[config.mk]
export PLATFORM = sky130hd
export DESIGN_NAME = mpi_mac_pins
export DESIGN_NICKNAME = d
export VERILOG_FILES = /design/src/include/mpi_pkg.sv /design/src/logic/mpi_mac_pins.sv /design/src/logic/mpi_fifo.sv
export VERILOG_INCLUDE_DIRS = /design/src /design/src/include
export SDC_FILE = /design/constraint.sdc
export NUM_CORES = 1
export LEC_CHECK = 0
export ABC_AREA = 1
export BUFFER_PORTS_ARGS = -buffer_cell sky130_fd_sc_hd__buf_4
export CAP_MARGIN = 20
export CELL_PAD_IN_SITES_DETAIL_PLACEMENT = 1
export CELL_PAD_IN_SITES_GLOBAL_PLACEMENT = 1
export CORE_MARGIN = 2
export CORE_UTILIZATION = 47
export DETAILED_ROUTE_END_ITERATION = 8
export MAX_ROUTING_LAYER = met4
export PLACE_DENSITY = 0.9
export SKIP_LAST_GASP = 1
export SLEW_MARGIN = 5
export SYNTH_ARGS = -nofsm -noshare
export SYNTH_HDL_FRONTEND = slang
export SYNTH_SLANG_ARGS = --single-unit
export TNS_END_PERCENT = 20
[constraint.sdc]
create_clock -name sys_clk_i -period 4.8 [get_ports sys_clk_i]
set_clock_uncertainty 0.1 [all_clocks]
set_input_delay 0.24 -clock sys_clk_i [delete_from_list [all_inputs] [get_ports sys_clk_i]]
set_output_delay 0.24 -clock sys_clk_i [all_outputs]
set_load 0.05 [all_outputs]
[src/include/mpi_consts.svh]
`ifndef MPI_CONSTS_SVH
`define MPI_CONSTS_SVH

// ****************************************
// clock and timing
// ****************************************
`define MPI_SYS_CLK_NS     40
`define MPI_MDC_HALF_NS    200
// least time, so round up to whole cycles
`define MPI_MDC_HALF_CYC   ((`MPI_MDC_HALF_NS + `MPI_SYS_CLK_NS - 1) / `MPI_SYS_CLK_NS)

// ****************************************
// management frame layout
// ****************************************
`define MPI_MGMT_BITS      64
`define MPI_MGMT_LAST_BIT  6'd63
`define MPI_MGMT_TA_BIT    6'd46
`define MPI_MGMT_RD_BIT    6'd48
`define MPI_MGMT_PREAMBLE  32'hffffffff

// ****************************************
// transmit path
// ****************************************
`define MPI_FIFO_DEPTH     4
`define MPI_NIB_PER_BYTE   3'd1
`define MPI_BIT_PER_BYTE   3'd7
`define MPI_TX_IDLE_NIB    4'h0

`endif

[src/include/mpi_pkg.sv]
package mpi_pkg;

  // transmit sequencer, one-hot
  typedef enum logic [1:0]
  {
    MPI_TX_IDLE = 2'b01,
    MPI_TX_SEND = 2'b10
  } mpi_tx_state_t;

  // management shifter, one-hot
  typedef enum logic [1:0]
  {
    MPI_MG_IDLE  = 2'b01,
    MPI_MG_SHIFT = 2'b10
  } mpi_mg_state_t;

endpackage

[src/logic/mpi_mac_pins.sv]
`timescale 1ns/1ns
`include "mpi_consts.svh"

// Overview of operation
// - valid rises with first preamble nibble, stays
// - valid drops before edge after last nibble
// - data meaningful only while valid; serial bit0
// - transmit pins timed to PHY transmit clock
// - error held with valid forces illegal symbols
// - error ignored when idle or serial mode
// - capture receive data only while valid
// - receive error ignored while valid low
// - controller drives management clock, data follows
// - management data undriven after reset
// - select input routes shared pins to ethernet
module mpi_mac_pins
#(
  parameter int FIFO_DEPTH   = `MPI_FIFO_DEPTH,
  parameter int MDC_HALF_CYC = `MPI_MDC_HALF_CYC
)
(
  input  wire logic        sys_clk_i,
  input  wire logic        resetn_i,
  input  wire logic        serial_mode_i,
  input  wire logic        pin_function_select_i,
  input  wire logic [7:0]  tx_byte_i,
  input  wire logic        tx_last_i,
  input  wire logic        tx_err_i,
  input  wire logic        tx_valid_i,
  output logic             tx_ready_o,
  output logic             tx_underrun_o,
  input  wire logic        tx_nibble_clock_i,
  output logic             tx_frame_valid_o,
  output logic             tx_serial_bit0_o,
  output logic [2:0]       tx_nibble_upper_o,
  output logic             tx_symbol_error_o,
  input  wire logic        rx_nibble_clock_i,
  input  wire logic        rx_frame_valid_i,
  input  wire logic        rx_serial_bit0_i,
  input  wire logic [2:0]  rx_nibble_upper_i,
  input  wire logic        rx_symbol_error_i,
  output logic [7:0]       rx_byte_o,
  output logic             rx_byte_valid_o,
  output logic             rx_frame_end_o,
  output logic             rx_frame_err_o,
  input  wire logic        collision_in_i,
  input  wire logic        carrier_sense_in_i,
  output logic             collision_o,
  output logic             carrier_sense_o,
  input  wire logic        mgmt_start_i,
  input  wire logic        mgmt_read_i,
  input  wire logic [31:0] mgmt_frame_i,
  output logic             mgmt_busy_o,
  output logic             mgmt_done_o,
  output logic [15:0]      mgmt_rdata_o,
  output logic             mgmt_clock_out_o,
  input  wire logic        mgmt_data_line_i,
  output logic             mgmt_data_line_o,
  output logic             mgmt_data_line_oe_o
);

  generate
    if (MDC_HALF_CYC < 1 || MDC_HALF_CYC > 255)
    begin : g_bad_mdc
      $error("mpi_mac_pins MDC_HALF_CYC out of range 1..255");
    end
  endgenerate

  // ****************************************
  // helper functions
  // ****************************************
  // unit of a byte shown on the pins: bit in serial mode, nibble otherwise
  function automatic logic [3:0] tx_unit(input logic [7:0] b, input logic [2:0] idx,
                                         input logic ser);
    if (ser)
      tx_unit = {3'h0, b[idx]};
    else
      tx_unit = idx[0] ? b[7:4] : b[3:0];
  endfunction

  function automatic logic rise(input logic now, input logic prev);
    rise = now && !prev;
  endfunction

  // ****************************************
  // pin synchronisers
  // ****************************************
  // stage 1 is read only by stage 2; stage 3 only gives edge history
  logic [12:0] sy1_q;
  logic [12:0] sy2_q;
  logic [1:0]  clk3_q;
  wire  logic [12:0] pins = {tx_nibble_clock_i, rx_nibble_clock_i, rx_frame_valid_i,
                             rx_nibble_upper_i, rx_serial_bit0_i, rx_symbol_error_i,
                             collision_in_i, carrier_sense_in_i, mgmt_data_line_i,
                             pin_function_select_i, 1'b0};

  always_ff @(posedge sys_clk_i)
  begin
    if (!resetn_i)
    begin
      sy1_q  <= '0;
      sy2_q  <= '0;
      clk3_q <= '0;
    end
    else
    begin
      sy1_q  <= pins;
      sy2_q  <= sy1_q;
      clk3_q <= sy2_q[12:11];
    end
  end

  wire logic       tx_rise = rise(sy2_q[12], clk3_q[1]);
  wire logic       rx_rise = rise(sy2_q[11], clk3_q[0]);
  wire logic       rx_dv   = sy2_q[10];
  wire logic [3:0] rx_nib  = sy2_q[9:6];
  wire logic       rx_er   = sy2_q[5];
  wire logic       mdio_in = sy2_q[2];
  wire logic       eth_en  = sy2_q[1];

  // ****************************************
  // transmit buffer and sequencer
  // ****************************************
  logic [9:0]  fifo_data;
  logic        fifo_valid;
  logic        fifo_pop;

  mpi_fifo #(.WIDTH(10), .DEPTH(FIFO_DEPTH)) u_tx_fifo
  (
    .sys_clk_i  (sys_clk_i),
    .resetn_i   (resetn_i),
    .wr_data_i  ({tx_err_i, tx_last_i, tx_byte_i}),
    .wr_valid_i (tx_valid_i),
    .wr_ready_o (tx_ready_o),
    .rd_data_o  (fifo_data),
    .rd_valid_o (fifo_valid),
    .rd_ready_i (fifo_pop)
  );

  mpi_pkg::mpi_tx_state_t tx_state_q;
  logic [7:0]  tx_byte_q;
  logic [2:0]  tx_idx_q;
  logic        tx_last_q;
  logic        tx_err_q;

  // a byte is spent after two nibbles, or eight bits in serial mode
  wire logic [2:0] unit_max  = serial_mode_i ? `MPI_BIT_PER_BYTE : `MPI_NIB_PER_BYTE;
  wire logic       in_send   = (tx_state_q == mpi_pkg::MPI_TX_SEND);
  wire logic       byte_done = (tx_idx_q == unit_max);
  wire logic       want_byte = !in_send || (byte_done && !tx_last_q);
  assign fifo_pop = tx_rise && eth_en && want_byte;
  wire logic       take      = fifo_pop && fifo_valid;
  wire logic [2:0] idx_d     = take ? 3'h0 : tx_idx_q + 3'h1;
  wire logic [7:0] byte_d    = take ? fifo_data[7:0] : tx_byte_q;
  wire logic       err_d     = take ? fifo_data[9] : tx_err_q;
  wire logic       more      = in_send && !byte_done;
  wire logic       show      = take || more;
  wire logic [3:0] unit_d    = tx_unit(byte_d, idx_d, serial_mode_i);
  wire logic [3:0] pin_nib   = show ? unit_d : `MPI_TX_IDLE_NIB;

  // sequencer moves only on transmit clock edges
  always_ff @(posedge sys_clk_i)
  begin
    if (!resetn_i || !eth_en)
    begin
      tx_state_q <= mpi_pkg::MPI_TX_IDLE;
      tx_byte_q  <= '0;
      tx_idx_q   <= '0;
      tx_last_q  <= 1'b0;
      tx_err_q   <= 1'b0;
    end
    else if (tx_rise)
    begin
      tx_state_q <= show ? mpi_pkg::MPI_TX_SEND : mpi_pkg::MPI_TX_IDLE;
      tx_byte_q  <= byte_d;
      tx_idx_q   <= show ? idx_d : 3'h0;
      tx_last_q  <= take ? fifo_data[8] : tx_last_q;
      tx_err_q   <= err_d;
    end
  end

  // pin drivers change just after a transmit clock rise, stable by the next
  always_ff @(posedge sys_clk_i)
  begin
    if (!resetn_i || !eth_en)
    begin
      tx_frame_valid_o  <= 1'b0;
      tx_serial_bit0_o  <= 1'b0;
      tx_nibble_upper_o <= '0;
      tx_symbol_error_o <= 1'b0;
      tx_underrun_o     <= 1'b0;
    end
    else
    begin
      tx_underrun_o <= tx_rise && in_send && byte_done && !tx_last_q && !fifo_valid;
      if (tx_rise)
      begin
        tx_frame_valid_o  <= show;
        tx_serial_bit0_o  <= pin_nib[0];
        tx_nibble_upper_o <= pin_nib[3:1];
        tx_symbol_error_o <= show && err_d && !serial_mode_i;
      end
    end
  end

  // ****************************************
  // receive capture
  // ****************************************
  logic [2:0] rx_idx_q;
  logic       rx_dv_q;
  logic       rx_err_seen_q;
  wire  logic rx_cap  = rx_rise && rx_dv && eth_en;
  wire  logic rx_full = rx_idx_q == unit_max;
  wire  logic rx_bad  = rx_cap && rx_er && !serial_mode_i;
  wire  logic rx_end  = rx_rise && rx_dv_q && !rx_dv;
  // low nibble arrives first; serial bits shift in lsb first
  wire  logic [7:0] rx_asm = serial_mode_i ? {rx_nib[0], rx_byte_o[7:1]}
                                           : {rx_nib, rx_byte_o[7:4]};

  always_ff @(posedge sys_clk_i)
  begin
    if (!resetn_i)
    begin
      rx_idx_q        <= '0;
      rx_dv_q         <= 1'b0;
      rx_err_seen_q   <= 1'b0;
      rx_byte_o       <= '0;
      rx_byte_valid_o <= 1'b0;
      rx_frame_end_o  <= 1'b0;
      rx_frame_err_o  <= 1'b0;
    end
    else
    begin
      rx_byte_valid_o <= rx_cap && rx_full;
      rx_frame_end_o  <= rx_end;
      rx_frame_err_o  <= rx_end && rx_err_seen_q;
      if (rx_rise)
      begin
        rx_dv_q <= rx_dv;
      end
      if (rx_cap)
      begin
        rx_byte_o <= rx_asm;
        rx_idx_q  <= rx_full ? 3'h0 : rx_idx_q + 3'h1;
      end
      else if (rx_rise)
      begin
        rx_idx_q <= 3'h0;
      end
      // a new error wins over the end-of-frame clear
      rx_err_seen_q <= rx_bad || (rx_err_seen_q && !rx_end);
    end
  end

  // line status, carrier meaningful only in nibble mode
  always_ff @(posedge sys_clk_i)
  begin
    if (!resetn_i)
    begin
      collision_o     <= 1'b0;
      carrier_sense_o <= 1'b0;
    end
    else
    begin
      collision_o     <= sy2_q[4] && eth_en;
      carrier_sense_o <= sy2_q[3] && eth_en && !serial_mode_i;
    end
  end

  // ****************************************
  // management shifter
  // ****************************************
  mpi_pkg::mpi_mg_state_t mg_state_q;
  logic [63:0] mg_shift_q;
  logic [5:0]  mg_bit_q;
  logic [7:0]  mg_div_q;
  logic        mg_read_q;
  wire  logic  mg_busy = (mg_state_q == mpi_pkg::MPI_MG_SHIFT);
  wire  logic  mg_tick = mg_busy && (mg_div_q == 8'(MDC_HALF_CYC - 1));
  wire  logic  mg_fall = mg_tick && mgmt_clock_out_o;
  wire  logic  mg_rise = mg_tick && !mgmt_clock_out_o;
  wire  logic  mg_end  = mg_fall && (mg_bit_q == `MPI_MGMT_LAST_BIT);
  wire  logic  mg_go   = mgmt_start_i && !mg_busy && eth_en && !serial_mode_i;
  // read frames let go of the line from the turnaround onward
  wire  logic  mg_rel  = mg_read_q && ((mg_bit_q + 6'h1) >= `MPI_MGMT_TA_BIT);

  // state, clock divider and bit count
  always_ff @(posedge sys_clk_i)
  begin
    if (!resetn_i || !eth_en)                    // deselect aborts a transfer
    begin
      mg_state_q       <= mpi_pkg::MPI_MG_IDLE;
      mg_div_q         <= '0;
      mg_bit_q         <= '0;
      mg_read_q        <= 1'b0;
      mgmt_clock_out_o <= 1'b0;
      mgmt_done_o      <= 1'b0;
      mgmt_busy_o      <= 1'b0;
    end
    else
    begin
      mgmt_done_o <= mg_end;
      mgmt_busy_o <= mg_go || (mg_busy && !mg_end);
      if (mg_go)
      begin
        mg_state_q <= mpi_pkg::MPI_MG_SHIFT;
        mg_read_q  <= mgmt_read_i;
        mg_bit_q   <= '0;
        mg_div_q   <= '0;
      end
      else if (mg_busy)
      begin
        mg_div_q         <= mg_tick ? 8'h00 : mg_div_q + 8'h01;
        mgmt_clock_out_o <= mg_tick ? !mgmt_clock_out_o : mgmt_clock_out_o;
        mg_bit_q         <= mg_fall ? mg_bit_q + 6'h1 : mg_bit_q;
        mg_state_q       <= mg_end ? mpi_pkg::MPI_MG_IDLE : mg_state_q;
      end
    end
  end

  // data changes on the falling clock, sampled by the PHY on the rising one
  always_ff @(posedge sys_clk_i)
  begin
    if (!resetn_i || !eth_en)                    // line let go when deselected
    begin
      mg_shift_q          <= '0;
      mgmt_data_line_o    <= 1'b0;
      mgmt_data_line_oe_o <= 1'b0;
      mgmt_rdata_o        <= '0;
    end
    else if (mg_go)
    begin
      mg_shift_q          <= {`MPI_MGMT_PREAMBLE, mgmt_frame_i};
      mgmt_data_line_o    <= 1'b1;
      mgmt_data_line_oe_o <= 1'b1;
    end
    else if (mg_fall)
    begin
      mg_shift_q          <= {mg_shift_q[62:0], 1'b0};
      mgmt_data_line_o    <= mg_shift_q[62] && !mg_end;
      mgmt_data_line_oe_o <= !mg_end && !mg_rel;
    end
    else if (mg_rise && mg_read_q && mg_bit_q >= `MPI_MGMT_RD_BIT)
    begin
      mgmt_rdata_o <= {mgmt_rdata_o[14:0], mdio_in};
    end
  end
endmodule

[src/logic/mpi_fifo.sv]
`timescale 1ns/1ns

module mpi_fifo
#(
  parameter int WIDTH = 10,
  parameter int DEPTH = 4
)
(
  input  wire logic             sys_clk_i,
  input  wire logic             resetn_i,
  input  wire logic [WIDTH-1:0] wr_data_i,
  input  wire logic             wr_valid_i,
  output logic                  wr_ready_o,
  output logic      [WIDTH-1:0] rd_data_o,
  output logic                  rd_valid_o,
  input  wire logic             rd_ready_i
);

  localparam int AW = (DEPTH > 1) ? $clog2(DEPTH) : 1;

  // pointer arithmetic wraps naturally only for powers of two
  generate
    if (DEPTH < 2 || (DEPTH & (DEPTH - 1)) != 0)
    begin : g_bad_depth
      $error("mpi_fifo depth must be a power of two, at least 2");
    end
  endgenerate

  logic [WIDTH-1:0] mem_q [DEPTH];
  logic [AW:0]      wptr_q;
  logic [AW:0]      rptr_q;

  // ****************************************
  // flags and handshakes
  // ****************************************
  wire logic empty = (wptr_q == rptr_q);
  wire logic full  = (wptr_q[AW] != rptr_q[AW]) && (wptr_q[AW-1:0] == rptr_q[AW-1:0]);
  wire logic push  = wr_valid_i && !full;
  wire logic pop   = rd_ready_i && !empty;

  assign wr_ready_o = !full;
  assign rd_valid_o = !empty;
  assign rd_data_o  = mem_q[rptr_q[AW-1:0]];

  // storage has no reset; only pointers decide what is valid
  always_ff @(posedge sys_clk_i)
  begin
    if (push)
    begin
      mem_q[wptr_q[AW-1:0]] <= wr_data_i;
    end
  end

  // pointers
  always_ff @(posedge sys_clk_i)
  begin
    if (!resetn_i)
    begin
      wptr_q <= '0;
      rptr_q <= '0;
    end
    else
    begin
      wptr_q <= wptr_q + (AW+1)'(push);
      rptr_q <= rptr_q + (AW+1)'(pop);
    end
  end

endmodule

### Word level (Yosys, flattened, before mapping)

Memories as Yosys holds them, arrays and structs flattened. A register that Yosys moved wholly into a read port is not among the register bits.
Cells that the tools add are included.

| storage, ports and cells | value |
|---|---|
| logic and storage cells | 156 |
| output and inout bits | 42 |
| memories | 1 |
| memory bits (read-only) | 0 |
| register bits | 175 |
| latch bits | 0 |
| input port bits | 60 |
| memory bits (writable) | 40 |

| cells by class | value |
|---|---|
| bitwise gates (word level) | 2 |
| multiply operators | 0 |
| divide/modulo/power cells | 0 |
| multiplexer cells | 28 |
| equal/unequal tests | 9 |
| $lt $le $gt $ge | 3 |
| $add $sub $neg | 6 |
| shift-type cells | 0 |
| reductions and logical operators | 71 |

Memory list:

| memory | depth | bits a word | read ports | clocked after Yosys merged registers in | wr ports | line | RTL |
|---|---|---|---|---|---|---|---|
| u_tx_fifo.mem_q | 4 | 10 | 1 | 1 | 1 | mpi_fifo.sv:29 | `logic [WIDTH-1:0] mem_q [DEPTH];` |

Operators by type and width:

| kind | count |
|---|---|
| $mux 63 | 2 |
| $logic_and 1x1->1 | 40 |
| $mux 8 | 3 |
| $mux 3 | 6 |
| $logic_not 1->1 | 16 |
| $ge 6x6->1 const B | 2 |
| $mux 4 | 3 |
| $mux 2 | 5 |
| $eq 3x3->1 | 3 |
| $add 8x1->8 const B | 1 |
| $eq 8x3->1 const B | 1 |
| $mux 1 | 8 |
| $reduce_bool 2->1 | 4 |
| $add 3x1->3 | 2 |
| $add 3x1->3 const B | 2 |
| $add 6x1->6 const B | 1 |
| $eq 6x6->1 const B | 1 |
| $reduce_and 2->1 | 3 |
| $reduce_and 3->1 | 2 |
| $logic_or 1x1->1 | 5 |
| $eq 2x2->1 const B | 2 |
| $lt 3x4->1 const B | 1 |
| $bmux 1 s3 | 1 |
| $eq 2x2->1 | 1 |
| other kinds (3) | 4 |

### Longest topological paths before layout

Gate-level depths: netlist (run 1).

| logic depth | value |
|---|---|
| depth in word-level cells | 11 |
| mapped depth | 15 |
| gate-level depth less buffers | 13 |

### By module

Synthesis (run 1) repeated with hierarchy kept, for this count alone.

| second synthesis, totals | value |
|---|---|
| cells, all modules | 986 |
| area total of the unflattened synthesis | 8366.8 sq um |

Modules (own cells, without submodules):

| module | instances | sequential area each (sq um) | cells each | area an instance (sq um) |
|---|---|---|---|---|
| mpi_mac_pins | 1 | 3323.2 | 837 | 6551.3 |
| mpi_fifo | 1 | 1321.3 | 149 | 1815.5 |

### Least setup slack after synthesis (run 1)

OpenSTA, ideal clock, no wires.

| path | value |
|---|---|
| path kind | flip-flop to flip-flop |
| start point | register u_tx_fifo.wptr_q[0] |
| end point | memory u_tx_fifo.mem_q[0][0] (enable) |
| path buffers | 0 |
| cell stages (with the launch flop) | 7 |
| library setup time | 390 ps |
| required time | 4310 ps |
| period minus slack after synthesis | 2454 ps |
| arrival | 1964 ps |
| setup slack | 2346 ps |
| cells stage by stage | dfxtp_1 > inv_1 > nand2_1 > nand2_1 > nand4_1 > nand2_1 > nor3_1 |

| on the way | value |
|---|---|
| longest elaborated chain between the ends | 6 |

RTL lines:

| item | line | RTL |
|---|---|---|
| from (decl) | mpi_fifo.sv:30 | `logic [AW:0] wptr_q;` |
| from (signal assigned) | mpi_fifo.sv:64 | `wptr_q <= wptr_q + (AW+1)'(push);` |
| $eq 2x2->1 | mpi_fifo.sv:37 | `wire logic full = (wptr_q[AW] != rptr_q[AW]) && (wptr_q[AW-1:0] == rptr_q[AW-1:0]);` |
| $logic_and 1x1->1 | mpi_fifo.sv:37 |  |
| $logic_not 1->1 | -- |  |
| net tx_ready_o | mpi_mac_pins.sv:30 | `output logic tx_ready_o,` |
| $logic_and 1x1->1 | mpi_fifo.sv:38 | `wire logic push = wr_valid_i && !full;` |
| $mux 1 | mpi_fifo.sv:48 | `if (push)` |
| $mux 1 (implied by the code) | mpi_fifo.sv:50 | `mem_q[wptr_q[AW-1:0]] <= wr_data_i;` |
| to (decl) | mpi_fifo.sv:29 |  |

The timed path passes the listed nets, and every way through them passes these cells.

### Worst setup path in the final report (run 1)

| path | value |
|---|---|
| start point | register mg_div_q[1] |
| end point | register mg_shift_q[3] |

| on the way | value |
|---|---|
| longest elaborated chain between the ends | 4 |

RTL lines:

| item | line | RTL |
|---|---|---|
| from (decl) | mpi_mac_pins.sv:276 | `logic [7:0] mg_div_q;` |
| from (signal assigned) | mpi_mac_pins.sv:313 | `mg_div_q <= mg_tick ? 8'h00 : mg_div_q + 8'h01;` |
| $eq 8x3->1 | mpi_mac_pins.sv:279 | `wire logic mg_tick = mg_busy && (mg_div_q == 8'(MDC_HALF_CYC - 1));` |
| $logic_and 1x1->1 | mpi_mac_pins.sv:279 |  |
| $logic_and 1x1->1 | mpi_mac_pins.sv:280 | `wire logic mg_fall = mg_tick && mgmt_clock_out_o;` |
| $reduce_bool 2->1 (no line) | -- |  |
| to (signal assigned) | mpi_mac_pins.sv:333 | `` mg_shift_q <= {`MPI_MGMT_PREAMBLE, mgmt_frame_i}; `` |
| to (signal assigned) | mpi_mac_pins.sv:339 | `mg_shift_q <= {mg_shift_q[62:0], 1'b0};` |
| to (decl) | mpi_mac_pins.sv:274 | `logic [63:0] mg_shift_q;` |

Every way passes these cells.
A chain may end at the register's enable or synchronous reset.

==> summary.md, run 1 <==
| Metric | Value |
|---|---|
| Status | `completed` |
| Top-count cell post-synth | `nand2_1` |
| I/O Buffers | `101` |
| Worst-case clock buffer depth | `3` |
| Final WS setup | `1.494 ns` |
| Top delay family on crit path | `buffers and inverters` |
| Synth cell count leaders | `nand2_1, dfxtp_1, a21oi_1, inv_1, o21ai_0` |
| Residual DRC | `0` |
| Root buffer cell | `clkbuf_16` |
| Pwr Total | `3.810 mW` |
| Placed cell count | `1260` |
| Fin crit period | `3.306 ns` |
| Post-synth ARST share | `0` |
| Worst Hold Launch | `resetn_i` |
| CP Class | `reg2reg` |
| I/O pin total | `102` |
| RSZ-0062 raised after global routing | `no` |
| Setup TNS | `0 ns` |
| Avg Vias per Cell | `5.397` |
| Critical-path cell list | `inv_1, ha_1, inv_1, nor3_1, nand4_1, nor2_2, inv_2, nor2_4, buf_4, inv_2, nand2_2, inv_2, nand2_1, a31oi_1` |
| Largest cells by area after synthesis | `dfxtp_1, edfxtp_1, nand2_1` |
| Setup Fix Bufs, Post-CTS | `0` |
| Final Hold Vio Count | `0` |
| Max-Slew Margin vs Limit | `0.3665` |
| Core area | `17360 µm²` |
| CTS-repair resized insts | `0` |
| Sequential element share of the synthesized area | `0.5549` |
| Worst path most repeated cell | `inv_2` |
| Largest net degree at the start of global routing | `87` |
| Psw | `0.8176 mW` |
| Share of layout cells above drive strength 1 | `0.1484` |
| Vias | `7335` |
| Top_reg_cell synth | `dfxtp_1` |
| Highest Clock Rate | `302.4 MHz` |
| Static leakage | `3.977 nW` |
| # clock sinks | `212` |
| Wire length per cell | `17.97 µm` |
| Slew Limit Fails | `0` |
| Setup violators final | `0` |
| GRT overflow | `0` |
| Initial Utilization | `0.4822` |
| Place WS | `1.676 ns` |
| Period Utilization, post-route | `0.6889` |
| CP max FO | `48` |
| Critical Path Max Stage Delay | `0.59 ns` |
| Clock power frac | `0.469` |
| Final std cells w/o fill | `1359` |
| CTS Hold Bufs | `55` |
| Gate power share | `0.044` |
| WP buf/inv | `6` |
| Min-Delay Path Class | `in2reg` |
| Yosys top cell by area | `dfxtp_1` |
| Avg Inst Size Synth | `8.480 µm²` |
| All-Layer GR Usage | `0.2681` |
| Die Area | `18890 µm²` |
| DRT iter0 DRCs | `429` |
| GP Congestion | `0.7968` |
| Worst r2r path cells | `14` |
| Reg2reg start | `mg_div_q[1]` |
| CTS clk-pin slew, worst paths | `0.06 ns` |
| Number of H-tree levels | `1` |
| CTS tree | `built` |
| Area fraction of the dominant cell type after synthesis | `0.4114` |
| Number of synthesized flops with an enable pin | `40` |
| Syn_nets | `1057` |
| Yosys cell types | `38` |
| Latest clock arrival within the worst-skew pair | `0.51 ns` |
| Drt total wl | `24430 µm` |
| Crit. End Element | `register` |
| PwrDens | `363.8 nW/µm²` |
| Tightest Pin Transition | `0.9451 ns` |
| Cell Rows | `48` |
| Yosys reg bits | `212` |
| Synth Warn # | `0` |
| CP arrival | `3.61 ns` |
| R2r setup slk | `1.49 ns` |
| Cell internal pwr | `2.992 mW` |
| First-pass GRT wire length | `38870 µm` |
| Final net count | `1186` |
| Critical R2R Capture | `mg_shift_q[3]` |
| WP data required | `5.10 ns` |
| Hold Path Depth | `3` |
| Final ANT Viol Nets | `0` |
| DR pass1 iterations | `5` |
| Die Ht | `137.4 µm` |
| Num CTS Buffers | `23` |
| CP Launch Type | `register` |
| Layout Area Growth over Synthesis | `25.12%` |
| Worst ir drop on vdd | `0.3503 mV` |
| Vias in the first global route | `7869` |
| Worst Hold Path EP | `sy2_q[8]` |
| Sw Ratio | `0.2146` |
| Max Cap Viol | `0` |
| Die X | `137.4 µm` |
| Antenna violations before repair | `1` |
| Flop pwr share | `0.487` |
| Post-DP HPWL | `13510 µm` |
| Slowest cell on crit path | `inv_2` |
| Post-synthesis instance total | `987` |
| Post-Syn Area | `8369 µm²` |
==> worst max-delay path by stage <==
stage                     depth (start not counted)                     to                 from  slack [ns]
after floorplan                                   6  u_tx_fifo.mem_q[0][0]  u_tx_fifo.wptr_q[0]        2.35
after global placement                           14         mg_shift_q[23]          mg_div_q[1]        1.83
after detailed placement                          6  u_tx_fifo.mem_q[1][9]  u_tx_fifo.rptr_q[0]        1.68
after CTS                                        14          mg_shift_q[3]          mg_div_q[1]        1.58
after global routing                             14          mg_shift_q[3]          mg_div_q[0]        1.23
final                                            14          mg_shift_q[3]          mg_div_q[1]        1.49
==> layout by cell type (no fill, tap or decap), types with 7 or more instances in the layout <==
master and n:
ha_1 10, nor3_1 7, nand4_1 7, inv_2 8
dlygate4sd3_1 55, nand2_1 207, a21oi_1 112, edfxtp_1 40
nor2_1 60, dfxtp_1 172, nand3_1 54, o21ai_0 67
buf_4 105, inv_1 100, a31oi_1 37, clkbuf_16 23
==> power by group through the flow <==
stage | Combinational [mW] | Sequential [mW] | Clock, mW
final | 0.166 | 1.86 | 1.79
after global routing | 0.181 | 1.86 | 1.88
after CTS | 0.161 | 1.86 | 1.81
after detailed placement | 0.123 | 1.89 | 0
after global placement | 0.117 | 1.89 | 0
after floorplan | 0.0606 | 1.89 | 0
==> worst reg2reg max path: stages, from the launching register on <==
cell and delay, ns:
dfxtp_1 0.41, inv_1 0.06, ha_1 0.20, inv_1 0.07, nor3_1 0.05, nand4_1 0.17
nor2_2 0.08, inv_2 0.10, nor2_4 0.04, buf_4 0.29, inv_2 0.48, nand2_2 0.10
inv_2 0.59, nand2_1 0.20, a31oi_1 0.27
==> through the flow <==
stage | area [µm²] | util | hold slack [ns]
after detailed placement | 9141 | 0.5267 | 0.3048
after global placement | 9141 | 0.5267 | 0.2922
after CTS | 10450 | 0.6021 | 0.01997
final | 10470 | 0.6033 | 0.06695
after global routing | 10470 | 0.6032 | 0.07283
after floorplan | 8369 | - | 0.2376
==> per-layer routing <==
layer  up-vias  track usage  routed length [µm]
met1      3565       0.2909                9532
met5         -            -                   0
met4         0      0.09794                 773
li1       3529            -                   -
met2       182       0.4950               13140
met3        59      0.03974                 976
==> cell families after synthesis <==
group                    synth area share
AND/OR/NAND/NOR                    0.1809
XOR/XNOR                         0.009419
adder cells (fa/ha/maj)           0.01495
buffers and inverters             0.08746
flip-flops                         0.5549
AO/OA/AOI/OAI                      0.1523
==> cell type report <==
type                            count  area [µm²]
Fill cell                        1996        6885
Antenna cell                        2       5.005
Clock inverter                      8       93.84
Clock buffer                       33       665.6
Inverter                          108       405.4
Sequential cell                   212        4644
Tap cell                          225       281.5
Timing Repair Buffer              161        1354
Multi-Input combinational cell    610        3022
==> registers in the layout, summed over array words and instances (netlist names), 6 cells and up <==
signal,flops
mgmt_rdata_o,16
sy1_q,12
sy2_q,12
tx_byte_q,8
mg_bit_q,6
rx_byte_o,8
mg_shift_q,63
u_tx_fifo.mem_q,40
mg_div_q,8
(Power assumes the default switching activity.)
==> inputs of run 2 (changes only) <==
Settings changed: ABC_AREA 1 to 0, CORE_UTILIZATION 47 to 45, PLACE_DENSITY 0.9 to 0.84.
Clock period 4.8 ns to 3.4 ns, I/O delays scaled along.
==> summary.md, run 2 <==
| Metric | Value |
|---|---|
| Vias in the first global route | `6869 (-13%)` |
| Post-synth ARST share | `0 (unchanged)` |
| Psw | `1.138 mW (+39%)` |
| Number of synthesized flops with an enable pin | `40 (unchanged)` |
| Post-DP HPWL | `12230 µm (-9.5%)` |
| # clock sinks | `212 (unchanged)` |
| All-Layer GR Usage | `0.2261 (-0.04200)` |
| Slew Limit Fails | `0 (unchanged)` |
| RSZ-0062 raised after global routing | `no` |
| DR pass1 iterations | `4 (-1)` |
| Avg Vias per Cell | `5.356 (-0.78%)` |
| Reg2reg start | `u_tx_fifo.rptr_q[1]` |
| Yosys reg bits | `212 (unchanged)` |
| CTS clk-pin slew, worst paths | `0.06 ns (about the same)` |
| Final Hold Vio Count | `0 (unchanged)` |
| Synth cell count leaders | `dfxtp_1, nand2_1, nor2_1, edfxtp_1, clkbuf_1` |
| Commonest non-fill, non-tap cell in the layout | `dfxtp_1` |
| Avg Inst Size Synth | `10.08 µm² (+19%)` |
| Critical path origin | `u_tx_fifo.rptr_q[1]` |
| Max reg flops | `63 (unchanged)` |
| Critical Path Max Stage Delay | `0.73 ns (+0.14 ns)` |
| Core area | `18020 µm² (+3.8%)` |
| Wire length per cell | `17.60 µm (-2.1%)` |
| Share of layout cells above drive strength 1 | `0.1780 (+0.02955)` |
| GRT overflow | `0 (unchanged)` |
| Num CTS Buffers | `23 (unchanged)` |
| Cell internal pwr | `4.173 mW (+39%)` |
| Slowest cell on crit path | `nor2_1` |
| Clock power frac | `0.461 (-0.008)` |
| Critical-path cell list | `xor2_1, nor2_1, nand2_1, and2_0, nand2_1, nor2_1` |
| Sw Ratio | `0.2144 (-0.0002601)` |
| Die Ht | `139.9 µm (+1.8%)` |
| Top-count cell post-synth | `dfxtp_1` |
| Die X | `139.9 µm (+1.8%)` |
| Setup TNS | `0 ns (unchanged)` |
| Static leakage | `3.817 nW (-4.0%)` |
| Status | `completed` |
| First-pass GRT wire length | `35560 µm (-8.5%)` |
| Initial Utilization | `0.4609 (-0.02128)` |
| Root buffer cell | `clkbuf_16` |
| I/O pin total | `102 (unchanged)` |
| Vias | `6523 (-11%)` |
| CP max FO | `12 (-75%)` |
| Latest clock arrival within the worst-skew pair | `0.52 ns (about the same)` |
| CP Launch Type | `register` |
| Tightest Pin Transition | `0.9464 ns (+0.001298 ns)` |
| Period Utilization, post-route | `0.8281 (+0.1393)` |
| Sequential element share of the synthesized area | `0.5590 (+0.004095)` |
| Syn_nets | `894 (-15%)` |
| PwrDens | `499.1 nW/µm² (+37%)` |
| Setup Fix Bufs, Post-CTS | `0 (unchanged)` |
| Largest net degree at the start of global routing | `104 (+20%)` |
| Residual DRC | `0 (unchanged)` |
| Yosys cell types | `55 (+45%)` |
| Final net count | `1044 (-12%)` |
| Post-Syn Area | `8308 µm² (-0.73%)` |
| WP data required | `3.44 ns (-1.66 ns)` |
| R2r setup slk | `0.58 ns (-0.91 ns)` |
| Highest Clock Rate | `355.2 MHz (+17%)` |
| Layout Area Growth over Synthesis | `28.07%` |
| Synth Warn # | `0 (unchanged)` |
| Die Area | `19570 µm² (+3.6%)` |
| Final ANT Viol Nets | `0 (unchanged)` |
| Yosys top cell by area | `dfxtp_1` |
| Crit. End Element | `register` |
| Setup violators final | `0 (unchanged)` |
| Worst r2r path cells | `6 (-8)` |
| Critical R2R Capture | `u_tx_fifo.mem_q[2][7]` |
| GP Congestion | `0.7965 (about the same)` |
| Fin crit period | `2.816 ns (-0.4908 ns)` |
| Largest cells by area after synthesis | `dfxtp_1, edfxtp_1, nand2_1` |
| Post-synthesis instance total | `824 (-17%)` |
| Antenna violations before repair | `0 (-1)` |
| Final std cells w/o fill | `1218 (-10%)` |
| Flop pwr share | `0.494 (+0.007)` |
| Top reg by flops | `mg_shift_q` |
| Cell Rows | `49 (+2.1%)` |
| CTS tree | `built` |
| Max Cap Viol | `0 (unchanged)` |
| Min-Delay Path Class | `in2reg` |
| Top_reg_cell synth | `dfxtp_1` |
| CP arrival | `2.85 ns (-0.76 ns)` |
| Placed cell count | `1109 (-12%)` |
| Worst ir drop on vdd | `0.4819 mV (+38%)` |
| DRT iter0 DRCs | `322 (-25%)` |
| I/O Buffers | `101 (unchanged)` |
| End point of the critical path | `u_tx_fifo.mem_q[2][7]` |
| Area fraction of the dominant cell type after synthesis | `0.4145 (+0.003036)` |
| Worst-case clock buffer depth | `3 (unchanged)` |
| Commonest non-fill, non-tap cells in the layout | `dfxtp_1, nand2_1, buf_4, nor2_1, dlygate4sd3_1` |
| Gate power share | `0.045 (about the same)` |
| Drt total wl | `21430 µm (-12%)` |
| Antenna diodes | `0 (-2)` |
| Number of H-tree levels | `1 (unchanged)` |
| CP Class | `reg2reg` |
| Max-Slew Margin vs Limit | `0.3668 (about the same)` |
-- run 2: cell count changes in the layout (fill, tap and decap cells not counted), sizes merged, moves of 33 or more --
cell / change
a21oi: -86
nand3: -45
nand2: -41
o21ai: -60
inv: -101
and2: +33
-- run 2: cell type report --
type,count,area [µm²]
clock buffers,32,664.4
clock inverters,8,71.32
fillers,1937,7385
inverters,8,42.54
multi-input cells,549,3377
flip-flops and latches,212,4644
well taps,229,286.5
repair buffers,180,1554
-- run 2: power groups by stage --
stage | registers [mW] | clock network (mW) | logic (mW)
global placement | 2.67 | 0 | 0.162
global route | 2.62 | 2.59 | 0.259
CTS | 2.62 | 2.49 | 0.229
floorplan | 2.67 | 0 | 0.0815
detailed placement | 2.67 | 0 | 0.166
finish | 2.62 | 2.45 | 0.240
-- run 2: worst max-delay path: cells and delay by family (launching register included) --
kind | cells | cell delay [ns]
xor+xnor | 1 | 0.33
simple gates | 5 | 1.36
flops | 1 | 0.64
-- run 2: worst min-delay path by stage --
stage                 start               endpoint  cells after the start
3_3_place_gp   tx_byte_i[0]  u_tx_fifo.mem_q[3][0]                      1
3_5_place_dp      tx_last_i  u_tx_fifo.mem_q[3][8]                      1
4_1_cts        mgmt_start_i              mg_read_q                      5
2_1_floorplan  tx_byte_i[0]  u_tx_fifo.mem_q[0][0]                      0
6_report       mgmt_start_i              mg_read_q                      5
5_1_grt        mgmt_start_i              mg_read_q                      5
-- run 2: repair_timing --
item	4_1_cts	5_1_grt
hold buffers	68	0
gates resized for setup	0	0
hold endpoints to repair	104	0
-- run 2: per-stage QoR --
stage / setup slack, ns / total power [mW] / util / hold slack [ns] / instance area, µm²
2_1_floorplan: 0.7636 / 2.750 / - / 0.1689 / 8308
3_3_place_gp: 0.9891 / 2.834 / 0.5102 / 0.2738 / 9196
3_5_place_dp: 0.7303 / 2.840 / 0.5102 / 0.2785 / 9196
4_1_cts: 0.6520 / 5.337 / 0.5888 / 0.02245 / 10610
5_1_grt: 0.3844 / 5.478 / 0.5903 / 0.05879 / 10640
6_report: 0.5843 / 5.311 / 0.5903 / 0.03520 / 10640
-- run 2: metal layers --
metal  track usage  vias to the layer above  wire length (µm)
li1              -                     3158                 -
met1        0.2740                     3205              9300
met2        0.3969                      123             11020
met3       0.03269                       37               653
met5             -                        -                 0
met4       0.05789                        0               456
-- run 2: cells by family (layout without fill, tap and decap cells) --
kind of cell	Yosys count	in the layout	synth area share
AOI/OAI and AO/OA	126	126	0.1063
xor gates and xnor gates	19	19	0.02003
adders and majority gates	10	10	0.01506
buffers and inverters	63	228	0.03615
DFF	212	212	0.5590
muxes	44	44	0.06988
and+or+nand+nor	350	350	0.1935
